File: src/rgp_pkg.sv
// package: register map, reset values, timing constants and carriers
package rgp_pkg;
    localparam logic [3:0] ADDR_PWR_CFG = 4'h0;
    localparam logic [3:0] ADDR_CFG = 4'h1;
    localparam logic [3:0] ADDR_CMD = 4'h2;
    localparam logic [3:0] ADDR_REF_DIV = 4'h3;
    localparam logic [3:0] ADDR_OFF_HI = 4'h4;
    localparam logic [3:0] ADDR_OFF_LO = 4'h5;
    localparam logic [3:0] ADDR_WAKE = 4'h6;
    localparam logic [3:0] ADDR_RF_HI = 4'h7;
    localparam logic [3:0] ADDR_RF_LO = 4'h8;
    localparam logic [3:0] ADDR_STATUS = 4'h9;
    localparam logic [3:0] ADDR_GAIN_HOLD = 4'hA;
    localparam logic [7:0] RST_GAIN_HOLD = 8'h0D;
    localparam logic [7:0] RST_REF_DIV = 8'h00;
    localparam logic [7:0] RST_ZERO = 8'h00;
    // cfg register fields
    localparam int CFG_DRX_BIT = 2;
    localparam int CFG_AGC_EN_BIT = 3;
    localparam int CFG_BASE_LO_BIT = 0;
    localparam int CFG_BASE_HI_BIT = 1;
    // command codes written to the command register
    localparam logic [7:0] CMD_NOP = 8'h00;
    localparam logic [7:0] CMD_RESET = 8'h01;
    localparam logic [7:0] CMD_SLEEP = 8'h02;
    localparam logic [7:0] CMD_WAKE = 8'h03;
    // time bases
    localparam int CLK_MHZ = 125;
    localparam int BASE_US = 120;
    localparam int BASE_CYC = BASE_US * CLK_MHZ;
    localparam logic [1:0] WAKE_BIT = 2'd0;
    typedef struct packed {
        logic wr;
        logic rd;
        logic [3:0] addr;
        logic [7:0] wdata;
    } rgp_req_t;
endpackage

File: src/rgp_interval.sv
// interval counter: counts ticks up to a target, pulses done
`timescale 1ns/1ps
module rgp_interval
    import rgp_pkg::*;
(
    input wire logic clk,
    input wire logic rst_n,
    input wire logic clr,
    input wire logic start,
    input wire logic tick,
    input wire logic [15:0] target,
    output logic done
);
    logic run;
    logic [15:0] cnt;
    logic next_run;
    logic [15:0] next_cnt;
    logic next_done;

    always_comb begin
        next_run = run;
        next_cnt = cnt;
        next_done = 1'b0;
        if (clr) begin
            next_run = 1'b0;
            next_cnt = '0;
        end else if (start) begin
            next_run = 1'b1;
            next_cnt = '0;
        end else if (run && (cnt >= target)) begin
            next_run = 1'b0;
            next_done = 1'b1;
        end else if (run && tick) begin
            next_cnt = cnt + 16'h0001;
        end
    end

    always_ff @(posedge clk or negedge rst_n) begin
        if (!rst_n) begin
            run <= 1'b0;
            cnt <= '0;
            done <= 1'b0;
        end else begin
            run <= next_run;
            cnt <= next_cnt;
            done <= next_done;
        end
    end
endmodule

File: src/rgp_core.sv
// receiver control: registers, gain hold, power sequencing, commands
`timescale 1ns/1ps
module rgp_core
    import rgp_pkg::*;
(
    input wire logic clk,
    input wire logic rst_n,
    input wire rgp_req_t req,
    output logic [7:0] rdata,
    input wire logic above_upper,
    input wire logic below_lower,
    output logic gain_reduce,
    output logic [7:0] power_en,
    output logic sleeping,
    output logic ref_tick
);
    logic [7:0] regs [0:10];
    logic [7:0] next_regs [0:10];
    logic sleep_q, next_sleep;
    logic soft_rst;
    logic wr_cmd;
    assign wr_cmd = req.wr && (req.addr == ADDR_CMD);
    assign soft_rst = wr_cmd && (req.wdata == CMD_RESET);

    // register file
    always_comb begin
        for (int i = 0; i <= 10; i++) begin
            next_regs[i] = regs[i];
        end
        next_sleep = sleep_q;
        if (soft_rst) begin
            for (int i = 0; i <= 10; i++) begin
                next_regs[i] = RST_ZERO;
            end
            next_regs[ADDR_GAIN_HOLD] = RST_GAIN_HOLD;
            next_sleep = 1'b0;
        end else if (wr_cmd) begin
            if (req.wdata == CMD_SLEEP) begin
                next_sleep = 1'b1;
            end else if (req.wdata == CMD_WAKE) begin
                next_sleep = 1'b0;
            end
        end else if (req.wr && req.addr <= ADDR_GAIN_HOLD && req.addr != ADDR_STATUS) begin
            next_regs[req.addr] = req.wdata;
        end
    end

    always_ff @(posedge clk or negedge rst_n) begin
        if (!rst_n) begin
            for (int i = 0; i <= 10; i++) begin
                regs[i] <= RST_ZERO;
            end
            regs[ADDR_GAIN_HOLD] <= RST_GAIN_HOLD;
            sleep_q <= 1'b0;
        end else begin
            for (int i = 0; i <= 10; i++) begin
                regs[i] <= next_regs[i];
            end
            sleep_q <= next_sleep;
        end
    end
    assign sleeping = sleep_q;

    // reference divider
    logic [7:0] div_cnt, next_div_cnt;
    logic next_ref_tick;
    always_comb begin
        next_div_cnt = div_cnt + 8'h01;
        next_ref_tick = 1'b0;
        if (div_cnt + 8'h01 >= regs[ADDR_REF_DIV]) begin
            next_div_cnt = 8'h00;
            next_ref_tick = (regs[ADDR_REF_DIV] != 8'h00);
        end
    end

    // gain hold
    typedef enum logic [1:0] {G_HIGH, G_LOW, G_HOLD} rgp_gain_t;
    rgp_gain_t gst, next_gst;
    logic [31:0] hcnt, next_hcnt;
    logic hold_end;
    assign hold_end = (regs[ADDR_GAIN_HOLD] >= 8'h20) ? 1'b0 :
        (hcnt + 32'h1 >= (32'h1 << regs[ADDR_GAIN_HOLD][4:0]));
    always_comb begin
        next_gst = gst;
        next_hcnt = hcnt;
        unique case (gst)
            G_HIGH: begin
                if (regs[ADDR_CFG][CFG_AGC_EN_BIT] && above_upper) begin
                    next_gst = G_LOW;
                end
            end
            G_LOW: begin
                if (below_lower) begin
                    next_gst = G_HOLD;
                    next_hcnt = '0;
                end
            end
            G_HOLD: begin
                if (!below_lower) begin
                    next_gst = G_LOW;
                    next_hcnt = '0;
                end else if (hold_end) begin
                    next_gst = G_HIGH;
                end else begin
                    next_hcnt = hcnt + 32'h1;
                end
            end
            default: next_gst = G_HIGH;
        endcase
        if (!regs[ADDR_CFG][CFG_AGC_EN_BIT]) begin
            next_gst = G_HIGH;
        end
    end
    always_ff @(posedge clk or negedge rst_n) begin
        if (!rst_n) begin
            gst <= G_HIGH;
            hcnt <= '0;
            div_cnt <= 8'h00;
            ref_tick <= 1'b0;
        end else begin
            gst <= next_gst;
            hcnt <= next_hcnt;
            div_cnt <= next_div_cnt;
            ref_tick <= next_ref_tick;
        end
    end
    assign gain_reduce = (gst != G_HIGH);

    // 120 us base tick and off-interval prescale
    logic [13:0] base_cnt, next_base_cnt;
    logic base_tick;
    logic off_tick;
    logic [1:0] sel;
    logic [5:0] pre4, next_pre4;
    logic off_start, wake_start, rf_start, dclr;
    logic base_restart;
    assign sel = {regs[ADDR_CFG][CFG_BASE_HI_BIT], regs[ADDR_CFG][CFG_BASE_LO_BIT]};
    assign base_tick = (base_cnt == 14'(BASE_CYC - 1));
    assign base_restart = dclr || off_start || wake_start || rf_start;
    assign off_tick = base_tick && (next_pre4 == 6'h00);
    always_comb begin
        next_base_cnt = base_tick ? 14'h0000 : base_cnt + 14'h0001;
        next_pre4 = pre4;
        if (base_tick) begin
            unique case (sel)
                2'h0: next_pre4 = 6'h00;
                2'h1: next_pre4 = (pre4 >= 6'h03) ? 6'h00 : pre4 + 6'h01;
                2'h2: next_pre4 = (pre4 >= 6'h0F) ? 6'h00 : pre4 + 6'h01;
                2'h3: next_pre4 = (pre4 >= 6'h3F) ? 6'h00 : pre4 + 6'h01;
            endcase
        end
        if (base_restart) begin
            next_base_cnt = 14'h0000;
            next_pre4 = 6'h00;
        end
    end

    // discontinuous sequencing
    typedef enum logic [1:0] {D_OFF, D_WAKE, D_SETTLE, D_ON} rgp_drx_t;
    rgp_drx_t dst, next_dst;
    logic discontinuous_receive;
    logic off_done, wake_done, rf_done;
    assign discontinuous_receive = regs[ADDR_CFG][CFG_DRX_BIT];
    assign dclr = !discontinuous_receive || sleep_q;
    always_comb begin
        next_dst = dst;
        off_start = 1'b0;
        wake_start = 1'b0;
        rf_start = 1'b0;
        unique case (dst)
            D_OFF: if (off_done) begin
                next_dst = D_WAKE;
                wake_start = 1'b1;
            end
            D_WAKE: if (wake_done) begin
                next_dst = D_SETTLE;
                rf_start = 1'b1;
            end
            D_SETTLE: if (rf_done) begin
                next_dst = D_ON;
            end
            D_ON: begin
                next_dst = D_OFF;
                off_start = 1'b1;
            end
        endcase
        if (dclr) begin
            next_dst = D_ON;
        end
    end
    always_ff @(posedge clk or negedge rst_n) begin
        if (!rst_n) begin
            dst <= D_ON;
            base_cnt <= '0;
            pre4 <= '0;
        end else begin
            dst <= next_dst;
            base_cnt <= next_base_cnt;
            pre4 <= next_pre4;
        end
    end

    rgp_interval u_off (.clk(clk), .rst_n(rst_n), .clr(dclr), .start(off_start),
        .tick(off_tick), .target({regs[ADDR_OFF_HI], regs[ADDR_OFF_LO]}), .done(off_done));
    rgp_interval u_wake (.clk(clk), .rst_n(rst_n), .clr(dclr), .start(wake_start),
        .tick(base_tick), .target({8'h00, regs[ADDR_WAKE]}), .done(wake_done));
    rgp_interval u_rf (.clk(clk), .rst_n(rst_n), .clr(dclr), .start(rf_start),
        .tick(base_tick), .target({regs[ADDR_RF_HI], regs[ADDR_RF_LO]}), .done(rf_done));

    // power enables and read data
    logic [7:0] next_power_en, next_rdata;
    always_comb begin
        if (sleep_q) begin
            next_power_en = 8'h00;
        end else if (!discontinuous_receive) begin
            next_power_en = regs[ADDR_PWR_CFG];
        end else begin
            next_power_en = (dst == D_OFF || dst == D_WAKE) ? 8'h00 : regs[ADDR_PWR_CFG];
        end
        next_rdata = rdata;
        if (req.rd) begin
            if (req.addr == ADDR_STATUS) begin
                next_rdata = {3'b000, sleep_q, gain_reduce, discontinuous_receive, 2'(dst)};
            end else if (req.addr <= ADDR_GAIN_HOLD) begin
                next_rdata = regs[req.addr];
            end else begin
                next_rdata = 8'h00;
            end
        end
    end
    always_ff @(posedge clk or negedge rst_n) begin
        if (!rst_n) begin
            power_en <= 8'h00;
            rdata <= 8'h00;
        end else begin
            power_en <= next_power_en;
            rdata <= next_rdata;
        end
    end
endmodule

File: config.mk
export PLATFORM = sky130hd
export DESIGN_NAME = rgp_core
export DESIGN_NICKNAME = d
export VERILOG_FILES = /design/src/rgp_pkg.sv /design/src/rgp_interval.sv /design/src/rgp_core.sv
export SDC_FILE = /design/constraint.sdc
export NUM_CORES = 1
export LEC_CHECK = 0
export BUFFER_PORTS_ARGS = -buffer_cell sky130_fd_sc_hd__buf_2
export CORE_UTILIZATION = 46
export DETAILED_ROUTE_END_ITERATION = 10
export PLACE_DENSITY = 0.73
export SLEW_MARGIN = 25
export SYNTH_ARGS = -nofsm -noshare
export SYNTH_HDL_FRONTEND = slang
export SYNTH_SLANG_ARGS = --single-unit
File: constraint.sdc
create_clock -name clk -period 8.1 [get_ports clk]
set_input_delay 0.81 -clock clk [delete_from_list [all_inputs] [get_ports clk]]
set_output_delay 0.81 -clock clk [all_outputs]
set_load 0.05 [all_outputs]
# Yosys cells after proc, flatten, opt, wreduce, memory -nomap -nowiden
# Cells that the tools add are included.
# word_totals
output_inout_bits	19
inputBits	18
elab_cells	200
regBits	224
# op_classes
n_addsub	7
eq_ne	27
n_mux	79
n_lt_le_gt_ge	12
bitwise	1
reduce_logical	43
shift	1
# op_table
operator	n
$mux W88	3
$mux W16	12
$mux W32	3
$bwmux W88	1
$mux W8	9
$pmux W32 S2	1
$add A16 B1 Y16 const B	3
$add A32 B1 Y32 const B	1
$bmux W8 S4	1
$demux W8 S4	1
$ge A16 B16 Y1	2
$ge A32 B32 Y1	1
$shl A1 B5 Y32 const A	1
$mux W6	5
$mux W1	29
$mux W14	2
$pmux W6 S4	1
$reduce_bool A3 Y1	7
$mux W2	9
$ne A3 B3 Y1 const B	6
$eq A8 B2 Y1 const B	2
$ge A16 B8 Y1	1
$add A14 B1 Y14 const B	1
$eq A14 B14 Y1 const B	1
other kinds (30)	67

# Depth between registers and ports, before layout
# Gate-level depths: netlist (run 1).
# depth
word_depth	13
ltp_mapped	18

# By module
# From an unflattened synthesis (run 1), not the netlist that was laid out.
# hier_totals
hier_cells	1605
area_unflattened_um2	13993.4
# by_module_without_submodules
module	n_inst	cells_each	area_per_inst_um2
rgp_core	1	1125	9880.7
rgp_interval (u_off ...)	2	161	1371.3
rgp_interval (u_wake)	1	158	1370.1

# Least setup slack after synthesis (run 1)
# Ideal clock, no wire load.
# synth_path
path_type	register -> register
start	register hcnt[0]
end	register hcnt[25]
arrival_time_ps	3687
setup_slack_ps	4293
required_ps	7980
stages_incl_launch_ff	17
synth_period_minus_slack_ps	3807
setup_ps	120
cell_sequence	dfrtp_1 -> ha_1 -> and3_1 -> buf_2 -> nand4_1 -> nor3_2 -> and3_1 -> and3_1 -> xor2_1 -> ha_1 -> and4_1 -> a221oi_1 -> o22ai_1 -> a21oi_2 -> clkbuf_1 -> o21ai_0 -> a31o_2
# synth_via
elab_chain_len	5
word_cells_on_any_way	8
classes_between	add/sub: 1; order compare: 1; eq/ne: 1; mux: 4; reduce/logical: 1
# synth_rtl
item	line_no	text
from (decl)	rgp_core.sv:79	logic [31:0] hcnt, next_hcnt;
from (signal assigned)	rgp_core.sv:122	hcnt <= next_hcnt;
$add A32 B1 Y32 *	rgp_core.sv:82, rgp_core.sv:105	
$ge A32 B32 Y1	rgp_core.sv:82	(hcnt + 32'h1 >= (32'h1 << regs[ADDR_GAIN_HOLD][4:0]));
$mux W1	rgp_core.sv:81	assign hold_end = (regs[ADDR_GAIN_HOLD] >= 8'h20) ? 1'b0 :
$ne A3 B3 Y1 (no source line)	n/a	
$reduce_and A3 Y1 (no source line)	n/a	
# Every way passes the cells marked *; elsewhere a longest branch is shown, timed or not. The select of a mux whose other input is x is not followed.
# A chain may end at the register's enable or synchronous reset.

# Worst setup path in the final report (run 1)
# layout_path
start	register hcnt[0]
end	register hcnt[18]
# Same word-level chain as after synthesis.

==> results of run 1 <==
## flip-flops by register name (all words and copies together), names as in the netlist, 14 cells and up
register	cells
u_rf.cnt	16
u_off.cnt	16
base_cnt	14
hcnt	32
u_wake.cnt	16
regs	86
## metrics by stage
step           hold slack (ns)  instance area, um2  instances  total power, W  setup slack [ns]
3_3_place_gp             0.463               14400       1896         0.00215              3.27
2_1_floorplan            0.448               13900       1538         0.00194              4.29
6_report                 0.260               15300       1944         0.00341              3.03
4_1_cts                  0.311               15300       1944         0.00342              3.15
3_5_place_dp             0.469               14400       1896         0.00218              3.19
5_1_grt                  0.344               15300       1944         0.00357              2.58
## per-layer routing
layer | GRT usage, % | vias to the layer above
li1 | - | 5529
met1 | 31.6 | 5688
met2 | 37.0 | 315
met3 | 3.19 | 74
met4 | 9.89 | 0
met5 | 0 | -
## kinds of logic after synthesis
| group | Yosys count | synth area share, % |
|---|---|---|
| AO/OA/AOI/OAI | 307 | 14.7 |
| XOR/XNOR | 55 | 3.45 |
| AND/OR/NAND/NOR | 663 | 24.4 |
| flip-flops | 223 | 40.1 |
| adder cells (fa/ha/maj) | 91 | 8.16 |
| multiplexers | 50 | 5.03 |
| buffers and inverters | 149 | 4.18 |
## final timing paths
path,start,endpoint,slack (ns),cells past startpoint
max reg2reg,hcnt[0]$_DFFE_PN0P_,hcnt[18]$_DFFE_PN0P_,3.03,15
min reg2reg,regs[13]$_DFFE_PN0P_,regs[13]$_DFFE_PN0P_,0.49,1
max,hcnt[0]$_DFFE_PN0P_,hcnt[18]$_DFFE_PN0P_,3.03,15
min,rst_n,hcnt[15]$_DFFE_PN0P_,0.26,1
min in group clk,regs[13]$_DFFE_PN0P_,regs[13]$_DFFE_PN0P_,0.49,1
max in group asynchronous,rst_n,hcnt[28]$_DFFE_PN0P_,6.45,2
## layout make-up
class                           instances  area (um2)
Clock buffer                           36         748
Clock inverter                         12         163
Fill cell                            2652       14400
Sequential cell                       223        5590
Multi-Input combinational cell       1166        7800
Timing Repair Buffer                   51         303
Inverter                               66         248
Tap cell                              390         488
## power by group
| part | total [W] | switching, W | internal (W) | leakage [nW] |
|---|---|---|---|---|
| clock network | 0.00123 | 0.000487 | 0.000743 | 0.450 |
| logic | 0.000814 | 0.000519 | 0.000295 | 3.57 |
| registers | 0.00136 | 0.000116 | 0.00125 | 2.94 |
| total | 0.00341 | 0.00112 | 0.00229 | 6.97 |
## cell usage in the layout, fill, tap and decap left out, types with 12 or more instances in the layout
cell type / Yosys / layout
nand2b_1: 12 / 12
nand4_1: 18 / 18
xor2_1: 33 / 33
o21ai_0: 53 / 53
nor2_1: 98 / 95
and3_1: 39 / 39
o31ai_1: 55 / 55
dfrtp_1: 218 / 218
o211ai_1: 17 / 17
a21o_1: 14 / 14
nor3_1: 24 / 24
clkbuf_16: 0 / 26
buf_4: 2 / 15
mux2i_1: 33 / 33
nand2_1: 220 / 220
a211oi_1: 12 / 12
ha_1: 91 / 91
or3_1: 24 / 24
xnor2_1: 22 / 22
mux4_2: 16 / 16
a21oi_1: 83 / 83
and2_1: 37 / 37
inv_1: 66 / 66
nand3_1: 80 / 80
buf_2: 12 / 35
nor2b_1: 25 / 25
## critical path: stages (launching register included)
cell      delay (ns)
dfrtp_1         0.46
ha_1            0.26
and3_1          0.30
nand4_1         0.31
nor3_2          0.43
and3_1          0.28
and3_1          0.23
xor2_1          0.17
ha_1            0.24
and4_1          0.18
a221oi_1        0.26
o22ai_1         0.15
a21oi_4         0.51
buf_4           0.50
or3b_1          0.39
o311ai_1        0.24
==> results.cfg, run 1 <==
[timing]
maxSlewViolCount = 0
worst_pin_slew_ns = 1.08
post-route-period-util_pct = 62.6
fin_crit_ns = 5.07
hold_viol = 0
setup_viol = 0
fin_worst_skew_ns = 0.0221
finalSetupTns_ns = 0
relSlewSlack_pct = 27.8
rsz0062_at_grt = false
fmax_mhz = 197

[yosys]
yosysWarnings = 0
syn_inst = 1538
synthDistinctLibCells = 80
yosysTopAreaCell = dfrtp_1
yosysSeqAreaShare_pct = 40.1
ys.flop_type = dfrtp_1
async_flop_share_pct = 100
synth_edf_count = 0
synthTopCellsByCount = nand2_1 (220), dfrtp_1 (218), nor2_1 (98), ha_1 (91), a21oi_1 (83)
avgSynthCellArea_um2 = 9.07
synth_nets = 1647
synth_top_area_share_pct = 39.1
synthTopCellsByArea = dfrtp_1 (39%), ha_1 (8.2%), nand2_1 (5.9%), a21oi_1 (3.0%), o31ai_1 (3.0%)
synth-seq-cells = 223
yosysMostFrequentCell = nand2_1
synth_area_mm2 = 0.0139

[route]
vias_per_cell = 5.97
drc = 0
vias = 11600
drt_iter0_markers = 1137
routed_wl_um = 35100
wl_met3_um = 1950
wl_met1_um = 15600
dr_wl_met2_um = 16200
antenna_left = 0
top_layer = met4
drt-pass1-iter-count = 7
drt-wirelength-per-cell_um = 18.1

[power]
power_density_mw_per_mm2 = 222
ir_drop_mv = 0.189
total_leakage_power_nw = 6.97

[global_routing]
grt_antenna_before_repair = 1
grt_pass1_wl_um = 58300
grt_pass1_vias = 11300
grt_usage_pct = 23.2
gr-total-overflow = 0
grt_max_degree = 98

[clock_tree]
cts_setup_buffers = 0
cts_htree_levels = 1
hold_buffers = 0
ctsLongestPathBuffers = 3
cts_buffers = 26
cts_tree = built
clkTransAtPathRegs_ns = 0.06
clock_latency_ns = 0.56
cts_root_buf = clkbuf_16
cts_sinks = 223
post_cts_resized = 0

[placed_design]
gp_congestion = 0.864
dp_hpwl_um = 24400
io_buffers = 36

[floorplanning]
die_y_um = 176
core_region_area_mm2 = 0.0297
start_util_pct = 46.9
ios = 37
die_w_um = 176
num_rows = 63
dieArea_mm2 = 0.0310

[critical_path]
worst_ep_arrival_time_ns = 5.50
critPathCaptureType = flop
crit_fanout = 39
crit_required_ns = 8.53
crit_path_start_kind = flop
path_class = reg2reg

[finish]
antennaDiodeCount = 0
syn_to_final_growth_pct = 9.98
final_core_util_pct = 51.6
drive_gt1_share_pct = 9.20
nNetsFinal = 1643

[worst_hold_path]
hold_class = in2async

[job]
drv_cap = 0

[run_status]
status = finished clean
No activity file was read; power rests on OpenSTA's default activity.
==> inputs of run 2 (changes only) <==
Clock period 8.1 ns to 4.8 ns, I/O delays scaled along.
==> results.cfg, run 2 (same netlist as run 1, synthesis figures left out) <==
[timing]
finalWorstSetupSlack_ns = 0.417
worst_pin_slew_ns = 1.02
rsz0062_at_grt = false
fmax_mhz = 228
fin_worst_skew_ns = 0.0234
hold_viol = 0
fin_crit_ns = 4.38
post-route-period-util_pct = 91.3
finalSetupTns_ns = 0
setup_viol = 0
maxSlewViolCount = 0
hold_slack_ns = 0.204
relSlewSlack_pct = 31.9

[finish]
antennaDiodeCount = 0
largest_reg_flops = 86
layout_commonest_cell = nand2_1
final_core_util_pct = 52.0
syn_to_final_growth_pct = 10.7
layout_common_cells = nand2_1 (220), dfrtp_1 (218), nor2_1 (95)
largest_register = regs
drive_gt1_share_pct = 9.36
top_regs = regs (86), hcnt (32)
nNetsFinal = 1649

[route]
drt_iter0_markers = 957
routed_wl_um = 35800
vias_per_cell = 5.95
vias = 11600
antenna_left = 0
drt-pass1-iter-count = 5
drt-wirelength-per-cell_um = 18.3
drc = 0

[run_status]
status = finished clean

[clock_tree]
clkTransAtPathRegs_ns = 0.06
cts_htree_levels = 1
cts_setup_buffers = 0
hold_buffers = 1
ctsLongestPathBuffers = 3
cts_sinks = 223
post_cts_resized = 0
cts_buffers = 26
clock_latency_ns = 0.57
cts_tree = built
cts_root_buf = clkbuf_16

[floorplanning]
dieArea_mm2 = 0.0310
num_rows = 63
core_region_area_mm2 = 0.0297
die_y_um = 176
die_w_um = 176
start_util_pct = 46.9
ios = 37

[global_routing]
gr-total-overflow = 0
grt_max_degree = 96
grt_pass1_vias = 11200
grt_antenna_before_repair = 1
grt_usage_pct = 23.6
grt_pass1_wl_um = 59200

[job]
drv_cap = 0

[critical_path]
critPathCaptureType = flop
cp_slowest_cell = dfrtp_1
slowest_delay_ns = 0.47
crit_top_cell = and3_1
path_class = reg2reg
cp_cell_sequence = ha_1, and3_1, nand4_1, nor3_2, and3_1, and3_1, xor2_1, ha_1, and4_1, a221oi_1, o22ai_1, a21oi_4, buf_4, nand3b_1, o311ai_0
crit_path_start_kind = flop
crit_required_ns = 5.22
worst_ep_arrival_time_ns = 4.81
crit_fanout = 12

[power]
total_leakage_power_nw = 7.01
ir_drop_mv = 0.254
power_density_mw_per_mm2 = 378

[placed_design]
gp_congestion = 0.883
place_ws_ns = 0.476
dp_hpwl_um = 24500
io_buffers = 36

[worst_hold_path]
hold_class = in2reg
==> run 2: final cells by class <==
cell class / count / area [um2]
Multi-Input combinational cell: 1166 / 7800
Fill cell: 2646 / 14300
Timing Repair Buffer: 57 / 399
Tap cell: 390 / 488
Clock inverter: 8 / 140
Inverter: 66 / 248
Clock buffer: 39 / 779
Sequential cell: 223 / 5590
==> run 2: per-stage QoR <==
| stage | std cells | instance area [um2] | power, W |
|---|---|---|---|
| 2_1_floorplan | 1538 | 13900 | 0.00327 |
| 3_3_place_gp | 1899 | 14500 | 0.00368 |
| 5_1_grt | 1949 | 15400 | 0.00612 |
| 4_1_cts | 1947 | 15400 | 0.00585 |
| 6_report | 1949 | 15400 | 0.00583 |
| 3_5_place_dp | 1899 | 14500 | 0.00373 |
==> run 2: metal layers <==
| metal | track usage, % | wire (um) |
|---|---|---|
| met1 | 32.8 | 15900 |
| met2 | 37.6 | 16500 |
| met3 | 3.49 | 2120 |
| met4 | 8.30 | 1200 |
| met5 | 0 | 13 |
==> run 2: worst max-delay path: cells and delay by family, from the launching register on <==
| kind | cells | cell delay, ns |
|---|---|---|
| flops | 1 | 0.47 |
| compound gates | 4 | 1.16 |
| xor+xnor | 1 | 0.17 |
| fa+ha+maj | 2 | 0.49 |
| simple gates | 7 | 1.67 |
| buf+inv | 1 | 0.28 |
==> run 2: path summary, 6_finish.rpt <==
path                       slack [ns]  cells past startpoint                         to                  from
max                              0.42                     15       hcnt[10]$_DFFE_PN0P_   hcnt[0]$_DFFE_PN0P_
min                              0.20                      3         gst[0]$_DFFE_PN0P_           above_upper
max reg2reg                      0.42                     15       hcnt[10]$_DFFE_PN0P_   hcnt[0]$_DFFE_PN0P_
min reg2reg                      0.48                      1       regs[68]$_DFFE_PN0P_  regs[68]$_DFFE_PN0P_
max in group asynchronous        3.22                      3  u_off.cnt[14]$_DFFE_PN0P_                 rst_n
min in group asynchronous        0.55                      2       hcnt[12]$_DFFE_PN0P_                 rst_n
==> run 2: where the power goes <==
group          switching [W]  total, W  internal [W]  leakage [nW]
Clock               0.000824   0.00211       0.00128         0.453
Sequential          0.000198   0.00230       0.00211          2.94
Combinational       0.000900   0.00142      0.000522          3.62
Total                0.00192   0.00583       0.00391          7.01
==> inputs of run 3 (changes only) <==
Settings changed: CORE_MARGIN set to 10.
==> results.cfg, run 3 (same netlist as run 1, synthesis figures left out) <==
[critical_path]
worst_ep_arrival_time_ns = 4.82
path_class = reg2reg
crit_path_start_kind = flop
critPathCaptureType = flop
crit_fanout = 30
crit_required_ns = 5.22
reg2reg_from = hcnt[0]$_DFFE_PN0P_
startpoint = hcnt[0]$_DFFE_PN0P_

[route]
drt-pass1-iter-count = 7
routed_wl_um = 35700
drc = 0
vias_per_cell = 5.99
drt-wirelength-per-cell_um = 18.3
vias = 11700
drt_iter0_markers = 927
antenna_left = 0

[worst_hold_path]
hold_path.startpoint = above_upper
hold_class = in2reg

[power]
power_w = 0.00571
power_density_mw_per_mm2 = 372
ir_drop_mv = 0.262
total_leakage_power_nw = 6.97

[timing]
worst_pin_slew_ns = 0.922
fin_worst_skew_ns = 0.0129
hold_viol = 0
maxSlewViolCount = 0
finalSetupTns_ns = 0
relSlewSlack_pct = 38.3
fin_crit_ns = 4.40
post-route-period-util_pct = 91.7
hold_slack_ns = 0.223
fmax_mhz = 227
rsz0062_at_grt = false
setup_viol = 0

[finish]
layout_commonest_cell = nand2_1
syn_to_final_growth_pct = 10.1
largest_reg_flops = 86
layout_common_cells = nand2_1 (220), dfrtp_1 (218), nor2_1 (95)
largest_register = regs
nFillCells = 2765
top_regs = regs (86), hcnt (32)
nNetsFinal = 1645
drive_gt1_share_pct = 9.20

[global_routing]
grt_antenna_before_repair = 5
gr-total-overflow = 0
grt_max_degree = 125
grt_usage_pct = 18.2
grt_pass1_wl_um = 58700
grt_pass1_vias = 11100

[run_status]
status = finished clean

[floorplanning]
die_y_um = 194
dieArea_mm2 = 0.0377
die_w_um = 194
start_util_pct = 46.8
core_region_area_mm2 = 0.0298
ios = 37
num_rows = 63

[clock_tree]
clock_latency_ns = 0.53
cts_htree_levels = 1
cts_tree = built
cts_buffers = 25
ctsLongestPathBuffers = 3
clkTransAtPathRegs_ns = 0.06
cts_sinks = 223
cts_root_buf = clkbuf_16
cts_setup_buffers = 0

[placed_design]
dp_hpwl_um = 24500
gp_congestion = 0.906
io_buffers = 36

[job]
drv_cap = 0
==> run 3: cell types whose count changed in the layout (fill, tap and decap cells not counted), sizes merged <==
cell / change
clkbuf: -4
clkinv: +1
diode: +3
clkinvlp: +1
buf: -3
==> run 3: power breakdown <==
group          switching [W]  total [W]  internal (W)
Clock               0.000794    0.00202       0.00122
Combinational       0.000880    0.00139      0.000506
Sequential          0.000204    0.00231       0.00211
==> run 3: what timing repair did <==
item | 4_1_cts | 5_1_grt
resized for setup | 0 | 0
hold buffers | 0 | 1
endpoints found under the hold margin | 0 | 49
==> run 3: final cells by class <==
type,count,area [um2],area share (%)
Clock inverter,10,128,0.831
Antenna cell,3,7.51,0.0489
Sequential cell,223,5590,36.4
Multi-Input combinational cell,1166,7800,50.8
Timing Repair Buffer,54,358,2.33
Inverter,66,248,1.61
Tap cell,390,488,3.18
Clock buffer,35,733,4.78
==> run 3: path summary, 6_finish.rpt <==
kind,end,slack (ns),cells past startpoint
setup / recovery,hcnt[24]$_DFFE_PN0P_,0.40,15
min in group asynchronous,hcnt[21]$_DFFE_PN0P_,0.45,2
hold / removal,gst[0]$_DFFE_PN0P_,0.22,3
hold reg to reg,regs[71]$_DFFE_PN0P_,0.48,1
max in group asynchronous,u_wake.run$_DFFE_PN0P_,3.45,3
setup reg to reg,hcnt[24]$_DFFE_PN0P_,0.40,15
==> run 3: metrics by stage <==
stage / instances / utilization [%] / instance area, um2 / setup WS (ns)
5_1_grt: 1945 / 51.5 / 15300 / 0.0350
3_5_place_dp: 1896 / 48.5 / 14400 / 0.429
3_3_place_gp: 1896 / 48.5 / 14400 / 0.568
2_1_floorplan: 1538 / - / 13900 / 0.993
4_1_cts: 1941 / 51.3 / 15300 / 0.430
6_report: 1947 / 51.5 / 15400 / 0.398
==> run 3: per-layer routing <==
| metal | vias to the layer above | wire length [um] | global-route usage, % | share of wire, % |
|---|---|---|---|---|
| li1 | 5524 | - | - | - |
| met1 | 5723 | 15900 | 24.4 | 44 |
| met2 | 349 | 16600 | 29.3 | 47 |
| met3 | 71 | 2210 | 3.11 | 6.2 |
| met4 | 4 | 941 | 5.74 | 2.6 |
| met5 | - | 27 | 0 | 0.076 |
==> run 3: worst max-delay path: stages, from the launching register on <==
cell      delay [ns]
dfrtp_1         0.45
ha_1            0.26
and3_1          0.30
nand4_1         0.26
nor3_2          0.40
and3_1          0.28
and3_1          0.23
xor2_1          0.19
ha_1            0.25
and4_1          0.19
a221oi_1        0.26
o22ai_1         0.14
a21oi_4         0.27
buf_4           0.39
a21oi_1         0.12
a211o_1         0.27
